--- src/rtl/engage_pkg.sv ---
// Constants, types and register map of the engagement state machine.
// Assumes a single 50 MHz system clock and a 32-bit Avalon-MM register bus.
package engage_pkg;

  localparam int unsigned CLK_KHZ = 50000;
  // Fade-on ramp length and warning flash half period, in milliseconds
  localparam int unsigned FADE_MS = 2500;
  localparam int unsigned FLASH_HALF_MS = 250;
  localparam int unsigned FADE_CYCLES = FADE_MS * CLK_KHZ;
  localparam int unsigned FLASH_HALF_CYCLES = FLASH_HALF_MS * CLK_KHZ;
  localparam int unsigned FLASH_COUNT = 4;
  localparam int unsigned RAMP_STEPS = 256;

  // Register byte offsets
  localparam logic [7:0] STATUS_OFS = 8'h00;
  localparam logic [7:0] CONTROL_OFS = 8'h04;
  localparam logic [7:0] IRQ_STATUS_OFS = 8'h08;
  localparam logic [7:0] IRQ_CLEAR_OFS = 8'h0c;
  localparam logic [7:0] IRQ_ENABLE_OFS = 8'h10;

  // Reset values
  localparam logic CONTROL_RST = 1'b0;
  localparam logic [3:0] IRQ_ENABLE_RST = 4'h0;

  // Event bit positions, shared by status, clear and enable registers
  localparam int unsigned EV_CHANGE = 0;
  localparam int unsigned EV_WARN = 1;
  localparam int unsigned EV_REFUSED = 2;
  localparam int unsigned EV_FORCED = 3;
  localparam int unsigned EV_BITS = 4;

  typedef enum logic [2:0] {
    ALL_OFF,
    FD_ONLY,
    YD_ONLY,
    FD_YD,
    AP_ENGAGED,
    AP_OVERRIDE
  } engage_state_t;

  // Cockpit switches and health lines, all asynchronous to clk
  typedef struct packed {
    logic fdButton;
    logic ydEngage;
    logic apEngage;
    logic goAround;
    logic wheel_steering_override;
    logic manualTrim;
    logic dumpSwitch;
    logic gyroValid;
    logic trimOk;
    logic bitOk;
    logic servoPaddle;
  } switches_t;

  typedef struct packed {
    logic fdLamp;
    logic ydLamp;
    logic apLamp;
  } lamps_t;

endpackage

--- src/rtl/autopilot_engage.sv ---
// Flight director, yaw damper and autopilot engagement state machine.
// Switch inputs are asynchronous pins; registers sit on Avalon-MM with waitrequest.
//
// The Avalon-MM slave port and the address map are this design's own decisions.
module autopilot_engage #(
  parameter int unsigned FADE_CYCLES = engage_pkg::FADE_CYCLES,
  parameter int unsigned FLASH_HALF_CYCLES = engage_pkg::FLASH_HALF_CYCLES
) (
  // Clock and reset
  input wire logic clk,
  input wire logic nrst,
  // Avalon-MM slave
  input wire logic [7:0] address,
  input wire logic read,
  input wire logic write,
  input wire logic [31:0] writedata,
  input wire logic [3:0] byteenable,
  output logic [31:0] readdata,
  output logic waitrequest,
  output logic irq,
  // Cockpit inputs
  input wire engage_pkg::switches_t switches,
  // Solenoids, servos, display
  output logic ydSolenoidEn,
  output logic apSolenoidEn,
  output logic servoEngage,
  output engage_pkg::lamps_t lamps,
  output logic barsOutOfView,
  output logic fadeActive,
  output logic [7:0] fadeLevel,
  output logic warnHorn
);

  localparam int unsigned STEP_CYCLES = FADE_CYCLES / engage_pkg::RAMP_STEPS;
  localparam int unsigned STEP_LEN = (STEP_CYCLES < 1) ? 1 : STEP_CYCLES;

  engage_pkg::switches_t syncA;
  engage_pkg::switches_t syncB;
  engage_pkg::switches_t prevSw;
  engage_pkg::engage_state_t state;
  engage_pkg::engage_state_t next_state;
  logic fdPress;
  logic ydRise;
  logic ydFall;
  logic apRise;
  logic apFall;
  logic gaRise;
  logic startFade;
  logic startWarn;
  logic refused;
  logic softEngage;
  logic [engage_pkg::EV_BITS-1:0] irqStatus;
  logic [engage_pkg::EV_BITS-1:0] irqEnable;
  logic [engage_pkg::EV_BITS-1:0] events;
  logic fdOn;
  logic ydOn;
  logic apOn;
  logic forced;
  logic next_ydSol;
  logic next_apSol;
  logic [31:0] stepCnt;
  logic [31:0] flashCnt;
  logic [3:0] flashPhase;
  logic flashing;

  // Two-stage synchroniser, then a third stage for edge detection
  always_ff @(posedge clk)
  begin
    if (!nrst)
    begin
      syncA <= '0;
      syncB <= '0;
      prevSw <= '0;
    end
    else
    begin
      syncA <= switches;
      syncB <= syncA;
      prevSw <= syncB;
    end
  end

  assign fdPress = syncB.fdButton && !prevSw.fdButton;
  assign ydRise = syncB.ydEngage && !prevSw.ydEngage;
  assign ydFall = !syncB.ydEngage && prevSw.ydEngage;
  assign apRise = syncB.apEngage && !prevSw.apEngage;
  assign apFall = !syncB.apEngage && prevSw.apEngage;
  assign gaRise = syncB.goAround && !prevSw.goAround;

  // Next engagement state; coincident events are taken in priority order, earlier tests winning
  always_comb
  begin
    next_state = state;
    startFade = 1'b0;
    startWarn = 1'b0;
    refused = 1'b0;
    case (state)
      engage_pkg::ALL_OFF:
      begin
        if (fdPress)
          next_state = engage_pkg::FD_ONLY;
        else if (ydRise || apRise)
          next_state = engage_pkg::YD_ONLY;
        refused = apRise;
      end
      engage_pkg::FD_ONLY:
      begin
        if (fdPress)
          next_state = engage_pkg::ALL_OFF;
        else if (apRise)
        begin
          next_state = engage_pkg::AP_ENGAGED;
          startFade = 1'b1;
        end
        else if (ydRise)
          next_state = engage_pkg::FD_YD;
      end
      engage_pkg::YD_ONLY:
      begin
        if (ydFall)
          next_state = engage_pkg::ALL_OFF;
        else if (fdPress)
          next_state = engage_pkg::FD_YD;
        refused = apRise;
      end
      engage_pkg::FD_YD:
      begin
        if (ydFall)
          next_state = engage_pkg::FD_ONLY;
        else if (fdPress)
          next_state = engage_pkg::YD_ONLY;
        else if (apRise)
        begin
          next_state = engage_pkg::AP_ENGAGED;
          startFade = 1'b1;
        end
      end
      engage_pkg::AP_ENGAGED, engage_pkg::AP_OVERRIDE:
      begin
        if (ydFall)
        begin
          next_state = engage_pkg::FD_ONLY;
          startWarn = 1'b1;
        end
        else if (apFall || gaRise || fdPress)
        begin
          next_state = fdPress ? engage_pkg::YD_ONLY : engage_pkg::FD_YD;
          startWarn = 1'b1;
        end
        else if (state == engage_pkg::AP_ENGAGED && syncB.wheel_steering_override)
          next_state = engage_pkg::AP_OVERRIDE;
        else if (state == engage_pkg::AP_OVERRIDE && !syncB.wheel_steering_override)
        begin
          next_state = engage_pkg::AP_ENGAGED;
          startFade = 1'b1;
        end
      end
      default:
        next_state = engage_pkg::ALL_OFF;
    endcase
  end

  always_ff @(posedge clk)
  begin
    if (!nrst)
      state <= engage_pkg::ALL_OFF;
    else
      state <= next_state;
  end

  assign fdOn = state == engage_pkg::FD_ONLY || state == engage_pkg::FD_YD || apOn;
  assign ydOn = state == engage_pkg::YD_ONLY || state == engage_pkg::FD_YD || apOn;
  assign apOn = state == engage_pkg::AP_ENGAGED || state == engage_pkg::AP_OVERRIDE;

  // Forced disengagements other than go-around act only on the solenoid enables
  always_comb
  begin
    next_ydSol = ydOn && syncB.gyroValid && syncB.bitOk && !syncB.dumpSwitch;
    next_apSol = apOn && syncB.gyroValid && syncB.bitOk && !syncB.dumpSwitch
      && !syncB.goAround && syncB.trimOk
      && !(syncB.manualTrim && !syncB.wheel_steering_override);
  end

  assign forced = (ydSolenoidEn && !next_ydSol && ydOn) || (apSolenoidEn && !next_apSol && apOn);

  always_ff @(posedge clk)
  begin
    if (!nrst)
    begin
      ydSolenoidEn <= 1'b0;
      apSolenoidEn <= 1'b0;
      servoEngage <= 1'b0;
      barsOutOfView <= 1'b1;
    end
    else
    begin
      ydSolenoidEn <= next_ydSol;
      apSolenoidEn <= next_apSol;
      servoEngage <= state == engage_pkg::AP_ENGAGED && softEngage
        && syncB.servoPaddle;
      barsOutOfView <= state == engage_pkg::ALL_OFF || state == engage_pkg::YD_ONLY;
    end
  end

  // Fade-on ramp, restarted by each flagged transition
  always_ff @(posedge clk)
  begin
    if (!nrst)
    begin
      fadeActive <= 1'b0;
      fadeLevel <= 8'h00;
      stepCnt <= '0;
    end
    else if (startFade)
    begin
      fadeActive <= 1'b1;
      fadeLevel <= 8'h00;
      stepCnt <= '0;
    end
    else if (!apOn)
    begin
      fadeActive <= 1'b0;
      fadeLevel <= 8'h00;
    end
    else if (fadeActive)
    begin
      if (stepCnt == STEP_LEN - 1)
      begin
        stepCnt <= '0;
        if (fadeLevel == 8'hff)
          fadeActive <= 1'b0;
        else
          fadeLevel <= fadeLevel + 8'h01;
      end
      else
        stepCnt <= stepCnt + 32'h1;
    end
  end

  // Warning: four lamp flashes with the horn sounding throughout
  assign flashing = flashPhase != 4'h0;

  always_ff @(posedge clk)
  begin
    if (!nrst)
    begin
      flashPhase <= 4'h0;
      flashCnt <= '0;
      warnHorn <= 1'b0;
    end
    else if (startWarn)
    begin
      flashPhase <= 4'(2 * engage_pkg::FLASH_COUNT);
      flashCnt <= '0;
      warnHorn <= 1'b1;
    end
    else if (flashing)
    begin
      if (flashCnt == FLASH_HALF_CYCLES - 1)
      begin
        flashCnt <= '0;
        flashPhase <= flashPhase - 4'h1;
        warnHorn <= flashPhase != 4'h1;
      end
      else
        flashCnt <= flashCnt + 32'h1;
    end
  end

  always_ff @(posedge clk)
  begin
    if (!nrst)
      lamps <= '0;
    else
    begin
      lamps.fdLamp <= fdOn;
      lamps.ydLamp <= ydOn;
      lamps.apLamp <= flashing ? flashPhase[0] == 1'b1 : apOn;
    end
  end

  // Interrupt events: set wins over clear
  assign events = {forced, refused, startWarn, next_state != state};

  always_ff @(posedge clk)
  begin
    if (!nrst)
      irqStatus <= '0;
    else if (write && !waitrequest && address == engage_pkg::IRQ_CLEAR_OFS && byteenable[0])
      irqStatus <= (irqStatus & ~writedata[engage_pkg::EV_BITS-1:0]) | events;
    else
      irqStatus <= irqStatus | events;
  end

  always_ff @(posedge clk)
  begin
    if (!nrst)
      irq <= 1'b0;
    else
      irq <= |(irqStatus & irqEnable);
  end

  // Register writes take effect on the edge where waitrequest is seen low
  always_ff @(posedge clk)
  begin
    if (!nrst)
    begin
      softEngage <= engage_pkg::CONTROL_RST;
      irqEnable <= engage_pkg::IRQ_ENABLE_RST;
    end
    else if (write && !waitrequest && byteenable[0])
    begin
      if (address == engage_pkg::CONTROL_OFS)
        softEngage <= writedata[0];
      else if (address == engage_pkg::IRQ_ENABLE_OFS)
        irqEnable <= writedata[engage_pkg::EV_BITS-1:0];
    end
  end

  // One wait cycle per access; read data latched while waitrequest is high
  always_ff @(posedge clk)
  begin
    if (!nrst)
      waitrequest <= 1'b1;
    else
      waitrequest <= !((read || write) && waitrequest);
  end

  always_ff @(posedge clk)
  begin
    if (!nrst)
      readdata <= 32'h0;
    else if (read && waitrequest)
    begin
      if (address == engage_pkg::STATUS_OFS)
        readdata <= {20'h0, fadeActive, warnHorn, servoEngage, apSolenoidEn,
          ydSolenoidEn, lamps, 1'b0, state};
      else if (address == engage_pkg::CONTROL_OFS)
        readdata <= {31'h0, softEngage};
      else if (address == engage_pkg::IRQ_STATUS_OFS)
        readdata <= {28'h0, irqStatus};
      else if (address == engage_pkg::IRQ_ENABLE_OFS)
        readdata <= {28'h0, irqEnable};
      else
        readdata <= 32'h0;
    end
  end

endmodule

--- config.mk ---
export PLATFORM = sky130hd
export DESIGN_NAME = autopilot_engage
export DESIGN_NICKNAME = d
export VERILOG_FILES = /design/src/rtl/engage_pkg.sv /design/src/rtl/autopilot_engage.sv
export SDC_FILE = /design/constraint.sdc
export NUM_CORES = 1
export LEC_CHECK = 0
export BUFFER_PORTS_ARGS = -buffer_cell sky130_fd_sc_hd__buf_2
export CAP_MARGIN = 20
export CORE_ASPECT_RATIO = 0.5
export CORE_MARGIN = 8
export CORE_UTILIZATION = 56
export CTS_CLUSTER_SIZE = 28
export DETAILED_ROUTE_END_ITERATION = 8
export HOLD_SLACK_MARGIN = 0.06
export PLACE_DENSITY = 0.85
export RECOVER_POWER = 100
export REMOVE_ABC_BUFFERS = 1
export SETUP_SLACK_MARGIN = 0.5
export SLEW_MARGIN = 20
export SYNTH_ARGS = -nofsm -noshare
export SYNTH_HDL_FRONTEND = slang
export SYNTH_SLANG_ARGS = --single-unit
--- constraint.sdc ---
create_clock -name clk -period 2.99 [get_ports clk]
set_clock_uncertainty 0.15 [all_clocks]
set_input_delay 0.1495 -clock clk [delete_from_list [all_inputs] [get_ports clk]]
set_output_delay 0.1495 -clock clk [all_outputs]
set_load 0.1 [all_outputs]
==> run_results.csv <==
group,metric,value,unit
run_status,status,"completed",
floorplan,design.die.area,0.01493,mm²
drt,firstDrtPassIters,5,
synthesis,synthSimpleGateAreaFrac,0.3067,
finish,layout-drive-gt1-share,0.09630,
finish,fillers,813,
drt,vias_per_cell,5.735,
clocking,clkTransAtPathRegs,0.06,ns
sta,relSlewSlack,0.1739,
drt,num_vias,5477,
sta,setup_ws,0.4201,ns
clocking,cts_made_buffers,17,
synthesis,syn_avg_cell_area,8.838,µm²
critical_path,ff2ff_setup_slack,0.42,ns
drt,drc,0,
power_and_ir_drop,switching_power,0.001023,W
critical_path,end_kind,"flop",
drt,postRouteAntennaNets,0,
power_and_ir_drop,power_frac_comb,0.067,
power_and_ir_drop,vdd_drop_max,0.0003136,V
worst_hold_path,hp-class,"primary input to flop",
sta,fmax,0.3891,GHz
floorplan,die_height,90.49,µm
synthesis,ys_seq_area_frac,0.4414,
synthesis,ys_top_cells_by_count,"dfxtp_1, nor2_1, nand2_1",
sta,rsz0062_at_grt,"true",
drt,drtIter0Drc,551,
global_routing,grt_pass1_vias,5318,
sta,min_period,2.570,ns
critical_path,worst_path_largest_cell_delay,0.60,ns
critical_path,crit_fanout,11,
global_routing,grt_pass1_wl,24850,µm
floorplan,die_x,165.0,µm
clocking,clock_latency,0.42,ns
power_and_ir_drop,p_total,0.004256,W
synthesis,synthXorXnorAreaFrac,0.08739,
finish,antennaDiodeCount,0,
synthesis,synthArstFlopShare,0,
power_and_ir_drop,switching_share,0.2404,
clocking,tritoncts,"yes",
power_and_ir_drop,seqPwrFrac,0.438,
floorplan,core-area,0.01091,mm²
sta,setup_viol,0,
global_routing,grt_usage,0.2021,
synthesis,synth_area_leader_cell,"dfxtp_1",
clocking,htreeDepth,4,
global_routing,antenna_found_initial,0,
place,portBuffers,58,
critical_path,worstPathArrival,2.76,ns
synthesis,synth_most_common_cell,"dfxtp_1",
power_and_ir_drop,p_leak,2.663,nW
synthesis,synth_area_leaders,"dfxtp_1, nor2_1, xnor2_1",
finish,area_growth,20.12,%
synthesis,synth-adder-area-share,0.01410,
synthesis,synth_top_area_share,0.4414,
clocking,root_buffer,"clkbuf_16",
power_and_ir_drop,power.share.clock,0.494,
synthesis,muxShareOfSynthArea,0.01631,
sta,finalCritPeriodShare,0.8595,
floorplan,start_util,0.5694,
critical_path,crit_required,3.18,ns
critical_path,criticalPathCategory,"flop to flop",
synthesis,ys_warn_count,0,
synthesis,synthFlopType,"dfxtp_1",
synthesis,synth_top_family_by_area,"simple AND/OR/NAND/NOR gates",
place,globalplace.congestion,0.8746,
critical_path,cp_slowest_cell,"or3_1",
synthesis,synth-compound-area-share,0.08135,
clocking,clockBufferDepth,2,
sta,worstMarginPinSlew,1.245,ns
power_and_ir_drop,power_density,570.3,mW/mm²
finish,nets,864,
synthesis,synth_edf_count,0,
global_routing,overflow,0,
critical_path,cp_cell_sequence,"inv_1 -> ha_1 -> nor4b_1 -> nand4_1 -> or3_1 -> or4_1 -> a21oi_1",
power_and_ir_drop,p_int,0.003233,W
sta,fin_tns_setup,0,ns
place,pre_cts_slack,0.5725,ns
floorplan,rows,27,
synthesis,synth_cell_types,62,
global_routing,grt_max_degree,31,
job,cap_violations,0,
place,dp_hpwl,9255,µm
drt,wl_per_cell,15.93,µm
sta,hold_viol_final,0,
synthesis,synth-seq-cells,137,
clocking,clkSinkCount,137,
drt,routed_wl,15210,µm
synthesis,syn_area,0.006213,mm²
synthesis,syn-instance-count,703,
critical_path,start_kind,"flop",
floorplan,io_pins,110,
sta,slew_viol_final,0,
what timing repair did:
item / CTS / global route
resized for setup: 0 / 5
setup buffers: 0 / 6
hold buffers: 33 / 0
setup endpoints to repair: 0 / 59
hold endpoints to repair: 33 / 0
state kept, by name (all words and copies together) (netlist names), 3 cells and up:
| name | count |
|---|---|
| flashCnt | 32 |
| stepCnt | 32 |
| readdata | 12 |
| syncA | 11 |
| syncB | 11 |
| fadeLevel | 8 |
| flashPhase | 4 |
| irqEnable | 4 |
| irqStatus | 4 |
| prevSw | 4 |
| lamps | 3 |
| state | 3 |
metrics by stage:
step	hold slack (ns)	cell area [µm²]	utilization	instances
2_1_floorplan	0.07573	6006	-	673
3_3_place_gp	0.2038	6561	0.6013	885
3_5_place_dp	0.2087	6561	0.6013	885
4_1_cts	0.08553	7476	0.6851	949
5_1_grt	0.1235	7463	0.6840	955
6_report	0.1164	7463	0.6840	955
power groups by stage:
stage	clock, W	sequential [W]	combinational, W
2_1_floorplan	0	0.00192	0.000171
3_3_place_gp	0	0.00190	0.000249
3_5_place_dp	0	0.00190	0.000251
4_1_cts	0.00211	0.00186	0.000282
5_1_grt	0.00219	0.00187	0.000300
6_report	0.00210	0.00187	0.000287
metal layers:
| layer | vias to the layer above | track usage | part of all wire |
|---|---|---|---|
| li1 | 2621 | - | - |
| met1 | 2623 | 0.2219 | 0.41 |
| met2 | 185 | 0.3572 | 0.51 |
| met3 | 48 | 0.05096 | 0.049 |
| met4 | 0 | 0.09762 | 0.029 |
| met5 | - | 0 | 0 |
cell type report:
type	count	area, µm²	area share
clock inverter	11	147.6	0.01978
clock buffer	20	436.7	0.05851
tap	145	181.4	0.02431
inverter	12	45.04	0.006035
timing repair buffer	106	709.4	0.09505
sequential	137	2743	0.3675
multi-input combinational	524	3201	0.4288
final timing paths:
kind,start,endpoint,cells past startpoint
max,stepCnt[0],fadeLevel[3],7
min,address[2],readdata[0],4
max reg2reg,stepCnt[0],fadeLevel[3],7
min reg2reg,syncA[7],syncB[7],1
cells in the final DEF (no fill, tap or decap), drive strengths merged, types with 22 or more instances in the layout:
cell	netlist	final
nand2	42	42
nor2	100	100
and2	29	29
dlygate4sd3	0	33
nand3	25	25
clkbuf	19	55
xor2	31	31
nand4	32	32
buf	30	38
nor3	27	27
dfxtp	137	137
a21oi	22	22
xnor2	31	31
logic make-up (layout without fill, tap and decap cells):
logic type | count (synthesis) | in the layout
fa+ha+maj | 7 | 7
xor+xnor | 62 | 62
buf+inv | 61 | 149
flops | 137 | 137
mux | 10 | 10
other cells | 1 | 20
simple gates | 348 | 348
compound gates | 77 | 77
worst max-delay path: cells and delay by family, from the launching register on:
| kind | cells | cell delay, ns |
|---|---|---|
| AO/OA/AOI/OAI | 1 | 0.15 |
| adder cells (fa/ha/maj) | 1 | 0.15 |
| buffers and inverters | 1 | 0.08 |
| flip-flops | 1 | 0.37 |
| AND/OR/NAND/NOR | 4 | 1.60 |
(Power assumes the default switching activity.)
